--- src/design/window_watchdog_pkg.sv ---
package window_watchdog_pkg;
  // timebase in ns
  localparam int unsigned CLK_PERIOD_NS   = 4;
  // default factory times (ns) and derived cycle counts
  localparam longint unsigned CLOSE_TIME_NS   = 64'd1_000_000;
  localparam longint unsigned ASSERT_TIME_NS  = 64'd2_000_000;
  localparam longint unsigned STARTUP_TIME_NS = 64'd0;
  localparam int unsigned CLOSE_CYC   = int'(CLOSE_TIME_NS / CLK_PERIOD_NS);
  localparam int unsigned ASSERT_CYC  = int'(ASSERT_TIME_NS / CLK_PERIOD_NS);
  localparam int unsigned STARTUP_CYC = int'(STARTUP_TIME_NS / CLK_PERIOD_NS);
  // bounds on factory settings (ns)
  localparam longint unsigned CLOSE_MIN_NS  = 64'd1_000_000;
  localparam longint unsigned CLOSE_MAX_NS  = 64'd100_000_000_000;
  localparam longint unsigned ASSERT_MIN_NS = 64'd2_000_000;
  localparam longint unsigned ASSERT_MAX_NS = 64'd10_000_000_000;
  localparam longint unsigned STARTUP_MAX_NS = 64'd10_000_000_000;
  localparam int unsigned CNT_W = 36;
  // open-to-closed ratio for ratio_select_1:0 = 00,01,10,11
  localparam logic [8:0] RATIO_SEL0 = 9'h001;
  localparam logic [8:0] RATIO_SEL1 = 9'h007;
  localparam logic [8:0] RATIO_SEL2 = 9'h03f;
  localparam logic [8:0] RATIO_SEL3 = 9'h1ff;

  typedef enum logic [2:0] {
    ST_IDLE    = 3'b000,
    ST_STARTUP = 3'b001,
    ST_CLOSED  = 3'b011,
    ST_OPEN    = 3'b010,
    ST_FAULT   = 3'b110,
    ST_LATCH   = 3'b111
  } wd_state_t;
endpackage

--- src/design/window_watchdog_timer.sv ---
`timescale 1ns/1ps
// Functional notes
// - fault output is low whenever manual assert input is low
// - a detected watchdog error also drives the fault output low
// - host kicks with falling edge in open window; missing kick faults
// - monitoring runs only while monitor enable is high
// - ratio selects and monitor enable decide ratio and enable
// - open to closed ratio 1x to 511x, changeable while running
// - latched option holds a watchdog fault until it is cleared
// - closed window length configurable from 1 ms to 100 s
// - fault held for assert delay, 2 ms to 10 s
// - optional startup delay before monitoring, zero to 10 s
// - all window and delay times accurate within ten percent
// - fault output is active low, open drain or push pull
module window_watchdog_timer
  import window_watchdog_pkg::*;
#(
  parameter int unsigned CLOSE_CYCLES   = window_watchdog_pkg::CLOSE_CYC,
  parameter int unsigned ASSERT_CYCLES  = window_watchdog_pkg::ASSERT_CYC,
  parameter int unsigned STARTUP_CYCLES = window_watchdog_pkg::STARTUP_CYC,
  parameter bit          LATCHED        = 1'b0,
  parameter bit          OPEN_DRAIN     = 1'b0
) (
  // clock and reset
  input  wire logic ref_clk,
  input  wire logic rst_b,
  // host side pins
  input  wire logic kick_input,
  input  wire logic manual_assert_n,
  input  wire logic monitor_enable,
  input  wire logic ratio_select_0,
  input  wire logic ratio_select_1,
  // latched fault clear
  input  wire logic fault_clear,
  // fault output
  output logic      fault_out_n,
  output logic      fault_oe
);
  import window_watchdog_pkg::*;

  // a count below one would wrap the minus-one load to a huge count
  if (CLOSE_CYCLES < 1 || ASSERT_CYCLES < 1) begin : g_bad_count
    $error("window_watchdog_timer: counts must be at least one");
  end

  // factory defaults, in whole cycles, must land inside the ranges;
  // whole cycles keep them exact, far inside the ten percent budget
  localparam longint unsigned CLOSE_DEF_NS  = 64'(CLOSE_CYC) * CLK_PERIOD_NS;
  localparam longint unsigned ASSERT_DEF_NS = 64'(ASSERT_CYC) * CLK_PERIOD_NS;
  localparam longint unsigned START_DEF_NS  = 64'(STARTUP_CYC) * CLK_PERIOD_NS;

  if (CLOSE_DEF_NS < CLOSE_MIN_NS ||
      CLOSE_DEF_NS > CLOSE_MAX_NS) begin : g_bad_close
    $error("window_watchdog_timer: closed window default out of range");
  end
  if (ASSERT_DEF_NS < ASSERT_MIN_NS ||
      ASSERT_DEF_NS > ASSERT_MAX_NS) begin : g_bad_assert
    $error("window_watchdog_timer: assert delay default out of range");
  end
  if (START_DEF_NS > STARTUP_MAX_NS) begin : g_bad_start
    $error("window_watchdog_timer: startup delay default out of range");
  end

  typedef struct packed {
    wd_state_t        state;
    logic [CNT_W-1:0] cnt;
    logic [8:0]       openLeft;
    logic             kickPrev;
    logic             faultN;
    logic             oe;
  } wd_regs_t;

  wd_regs_t st_reg;
  wd_regs_t st_next;

  logic       kickFall;
  logic [8:0] ratio;
  logic       cntDone;
  logic       wdError;

  // falling edge of kick; pins are synchronous to ref_clk
  assign kickFall = st_reg.kickPrev & ~kick_input;
  assign cntDone  = (st_reg.cnt == '0);

  always_comb begin
    // ratio sampled live: loaded into openLeft as an open window starts; a drop to openLeft or below faults that window
    case ({ratio_select_1, ratio_select_0})
      2'b00:   ratio = RATIO_SEL0;
      2'b01:   ratio = RATIO_SEL1;
      2'b10:   ratio = RATIO_SEL2;
      2'b11:   ratio = RATIO_SEL3;
      default: ratio = RATIO_SEL0;
    endcase
  end

  always_comb begin
    st_next          = st_reg;
    st_next.kickPrev = kick_input;
    wdError          = 1'b0;
    if (!cntDone)
      st_next.cnt = st_reg.cnt - CNT_W'(1);
    case (st_reg.state)
      ST_IDLE: begin
        if (monitor_enable) begin
          st_next.state = ST_STARTUP;
          st_next.cnt   = CNT_W'(STARTUP_CYCLES);
        end
      end
      ST_STARTUP: begin
        if (cntDone) begin
          st_next.state = ST_CLOSED;
          st_next.cnt   = CNT_W'(CLOSE_CYCLES - 1);
        end
      end
      ST_CLOSED: begin
        if (kickFall) begin
          wdError = 1'b1;
        end else if (cntDone) begin
          st_next.state    = ST_OPEN;
          st_next.cnt      = CNT_W'(CLOSE_CYCLES - 1);
          st_next.openLeft = ratio - 9'h001;
        end
      end
      ST_OPEN: begin
        if (kickFall) begin
          st_next.state = ST_CLOSED;
          st_next.cnt   = CNT_W'(CLOSE_CYCLES - 1);
        end else if (cntDone) begin
          if (st_reg.openLeft == 9'h000 || st_reg.openLeft >= ratio) begin
            wdError = 1'b1;
          end else begin
            st_next.openLeft = st_reg.openLeft - 9'h001;
            st_next.cnt      = CNT_W'(CLOSE_CYCLES - 1);
          end
        end
      end
      ST_FAULT: begin
        if (cntDone) begin
          if (LATCHED) begin
            st_next.state = ST_LATCH;
          end else begin
            st_next.state = ST_CLOSED;
            st_next.cnt   = CNT_W'(CLOSE_CYCLES - 1);
          end
        end
      end
      ST_LATCH: begin
        if (fault_clear) begin
          st_next.state = ST_CLOSED;
          st_next.cnt   = CNT_W'(CLOSE_CYCLES - 1);
        end
      end
      default: st_next.state = ST_IDLE;
    endcase
    if (wdError) begin
      st_next.state = ST_FAULT;
      st_next.cnt   = CNT_W'(ASSERT_CYCLES - 1);
    end
    // disable wins over everything but a running or latched fault
    if (!monitor_enable && st_reg.state != ST_LATCH &&
        st_reg.state != ST_FAULT) begin
      st_next.state = ST_IDLE;
      st_next.cnt   = '0;
    end
    st_next.faultN = ~((st_next.state == ST_FAULT) ||
                       (st_next.state == ST_LATCH) ||
                       !manual_assert_n);
    // open drain drives only the low level
    st_next.oe = OPEN_DRAIN ? ~st_next.faultN : 1'b1;
  end

  always_ff @(posedge ref_clk or negedge rst_b) begin
    if (!rst_b) begin
      st_reg <= '{state: ST_IDLE, cnt: '0, openLeft: 9'h000,
                  kickPrev: 1'b1, faultN: 1'b1, oe: 1'b0};
    end else begin
      st_reg <= st_next;
    end
  end

  assign fault_out_n = st_reg.faultN;
  assign fault_oe    = st_reg.oe;
endmodule

--- config.mk ---
export PLATFORM = sky130hd
export DESIGN_NAME = window_watchdog_timer
export DESIGN_NICKNAME = d
export VERILOG_FILES = /design/src/design/window_watchdog_pkg.sv /design/src/design/window_watchdog_timer.sv
export SDC_FILE = /design/constraint.sdc
export NUM_CORES = 1
export LEC_CHECK = 0
export BUFFER_PORTS_ARGS = -buffer_cell sky130_fd_sc_hd__buf_4
export CORE_UTILIZATION = 60
export CTS_CLUSTER_SIZE = 25
export DETAILED_ROUTE_END_ITERATION = 6
export GPL_ROUTABILITY_DRIVEN = 0
export HOLD_SLACK_MARGIN = 0.15
export PLACE_DENSITY = 0.77
export SKIP_CTS_REPAIR_TIMING = 1
export SYNTH_ARGS = -nofsm -noshare
export SYNTH_HDL_FRONTEND = slang
export SYNTH_SLANG_ARGS = --single-unit
--- constraint.sdc ---
create_clock -name ref_clk -period 5.09 [get_ports ref_clk]
set_input_delay 1.018 -clock ref_clk [delete_from_list [all_inputs] [get_ports ref_clk]]
set_output_delay 1.018 -clock ref_clk [all_outputs]
set_load 0.01 [all_outputs]
==> reports/results.tsv <==
stage	metric	value	unit
run_status	status	complete, no violations	
hold_path	hp-class	reg -> reg	
sta	tightest_slew	0.7921	ns
yosys	ys_seq_area_share	37.91	%
clock_network	cts_buffer_depth	2	
cells_and_area	fin_area	3536	um^2
yosys	yosys-top-cells-area	dfrtp_1 36%, nor2_1 5.2%, xor2_1 4.7%	
setup_path	cp_slowest_cell	or3_1	
setup_path	cpLargestDelayFamily	compound AO/OA/AOI/OAI gates	
global_routing	grt_pass1_wl	14010	um
global_routing	globalRouteTotalUtil	29.74	%
route	drt-pass1-iter-count	5	
setup_path	critPathBufInv	1	
setup_path	cp-end-kind	flip-flop	
cells_and_area	antennaDiodeCount	0	
power_and_ir_drop	power_frac_seq	29.6	%
cells_and_area	nets	408	
cells_and_area	layout-drive-gt1-share	9.744	%
yosys	synth_commonest_cells	49 x dfrtp_1, 47 x nor2_1, 24 x nand3_1, 22 x nand2_1, 21 x a21oi_1	
setup_path	crit_path_max_incr_delay	0.64	ns
setup_path	cp_cell_sequence	buf_4 > nand2_1 > ha_1 > a21o_1 > a221oi_1 > o211ai_2 > a221oi_2 > or3_1 > nor2_1	
power_and_ir_drop	powerDensity	623.1	nW/um^2
cells_and_area	largest_reg_flops	49	
sta	finalSetupTns	0	ns
placement	placed_area	3432	um^2
yosys	synthesis.nets	409	
yosys	synth_area	3373	um^2
clock_network	path_clk_slew	0.09	ns
yosys	synth-main-ff-cell	dfrtp_1	
route	wl_per_cell	17.42	um
power_and_ir_drop	finalPower	2.203	mW
route	via_per_inst	6.476	
power_and_ir_drop	power.leakage	1.506	nW
power_and_ir_drop	comb_power_share	58.3	%
placement	dpl.hpwl	5591	um
setup_path	cp.arrival	3.68	ns
die	num_rows	26	
power_and_ir_drop	p_sw_share	49.00	%
clock_network	cts_tree	built	
placement	dp.cells	452	
power_and_ir_drop	p_int	1.124	mW
route	num_vias	2979	
yosys	yosysTopAreaCell	dfrtp_1	
setup_path	worstPathRequired	5.26	ns
setup_path	worstSetupPathType	in -> reg	
yosys	ys_warn_count	0	
die	io_pins	10	
power_and_ir_drop	p_sw	1.080	mW
power_and_ir_drop	ir_drop	0.3250	mV
global_routing	grt_overflow	0	
route	drc_errors	0	
die	die_w	76.98	um
global_routing	first_global_vias	2878	
yosys	synth_edf_count	0	
global_routing	grt_max_degree	52	
global_routing	antenna_found_initial	0	
sta	fmax	285.1	MHz
die	die_h	76.98	um
setup_path	cp-start-kind	input pin	
route	wl	8014	um
clock_network	clkLatencyLatePin	0.32	ns
die	die_area	5926	um^2
yosys	netlist_instances	390	
placement	portBuffers	9	
die	start_util	64.01	%
sta	post-route-period-util	68.92	%
route	drt_first_iter_violations	316	
sta	fin_worst_skew	0.01174	ns
job	max_cap_violations	0	
die	core-area	5270	um^2
sta	hold_viol_final	0	
sta	slew_headroom	47.08	%
setup_path	worstPathMaxFanout	18	
clock_network	root_buffer	clkbuf_8	
route	drtAntennaViolNets	0	
power_and_ir_drop	clock_power_share	12.1	%
cells_and_area	area_growth	4.822	%
yosys	synthArstFlopShare	100.0	%
yosys	yosysTopAreaCellShare	36.35	%
clock_network	htree_levels	2	
yosys	yosys.cell_types.count	67	
yosys	avgSynthCellArea	8.649	um^2
clock_network	cts_sinks	51	
yosys	ys_seq_elements	51	
sta	setup_viol	0	
clock_network	numCtsBuffers	5	
sta	layout_min_cycle_time	3.508	ns
cells_and_area	stdcell_count	460	
sta	holdWs	0.5118	ns
yosys	yosysMostFrequentCell	dfrtp_1	
sta	rsz0062_at_grt	false	
sta	slew_violations	0	
==> layout by cell type, fill, tap and decap left out, types with 8 or more instances in the layout <==
| cell | instances |
|---|---|
| nor3_1 | 13 |
| nor2_1 | 47 |
| xor2_1 | 18 |
| buf_4 | 10 |
| nand2_1 | 22 |
| a21oi_1 | 21 |
| inv_1 | 16 |
| ha_1 | 11 |
| o21ai_0 | 15 |
| nor4_1 | 16 |
| dfrtp_1 | 49 |
| nand3_1 | 24 |
| o22ai_1 | 8 |
==> area by class of cell <==
| class | count | area [um^2] |
|---|---|---|
| clock inverter | 1 | 7.507 |
| timing repair buffer | 10 | 75.07 |
| fill | 462 | 1734 |
| multi-input combinational | 304 | 1924 |
| inverter | 17 | 66.31 |
| clock buffer | 7 | 96.34 |
| tap | 70 | 87.58 |
| sequential | 51 | 1279 |
==> kinds of logic (layout without fill, tap and decap cells) <==
logic type,Yosys count,count (layout),synth area share [%]
AOI/OAI and AO/OA,91,91,17.92
buffers and inverters,35,35,5.045
adders and majority gates,11,11,4.080
muxes,1,1,0.2967
xor gates and xnor gates,25,25,6.491
DFF,51,51,37.91
other,1,1,0.1112
and+or+nand+nor,175,175,28.15
==> through the flow <==
stage | setup slack, ns | utilization [%]
floorplan | 1.902 | -
global placement | 1.487 | 65.12
detailed placement | 1.279 | 65.12
CTS | 1.606 | 67.09
global route | 1.300 | 67.09
finish | 1.582 | 67.09
==> path summary, 6_finish.rpt <==
kind | startpoint | end | slack [ns] | cells past startpoint
setup / recovery | ratio_select_1 | st_reg[18] | 1.58 | 9
hold / removal | st_reg[3] | st_reg[3] | 0.51 | 2
setup reg to reg | st_reg[39] | st_reg[18] | 1.67 | 7
hold reg to reg | st_reg[3] | st_reg[3] | 0.51 | 2
max in group asynchronous | rst_b | fault_oe | 3.94 | 1
min in group asynchronous | rst_b | st_reg[11] | 0.70 | 1
==> worst register-to-register path: stages (launching register included) <==
cell      delay [ns]
dfrtp_1         0.43
nor4_1          0.48
and4b_1         0.32
and4_1          0.55
inv_4           0.27
a221oi_2        0.43
or3_1           0.64
nor2_1          0.14
==> power groups by stage <==
stage	sequential, mW	combinational [mW]	clock (mW)
after floorplan	0.602	1.07	0
after global placement	0.649	1.23	0
after detailed placement	0.652	1.25	0
after CTS	0.645	1.26	0.270
after global routing	0.666	1.44	0.284
final	0.652	1.28	0.266
==> metal layers <==
metal  vias up  wire length, um  global-route usage (%)
li1       1422                -                       -
met1      1447             3780                   43.04
met2       104             3748                   46.79
met3         6              441                   5.238
met4         0               44                   6.226
met5         -                0                       0
Note: power is estimated with default switching activity, not from simulation.
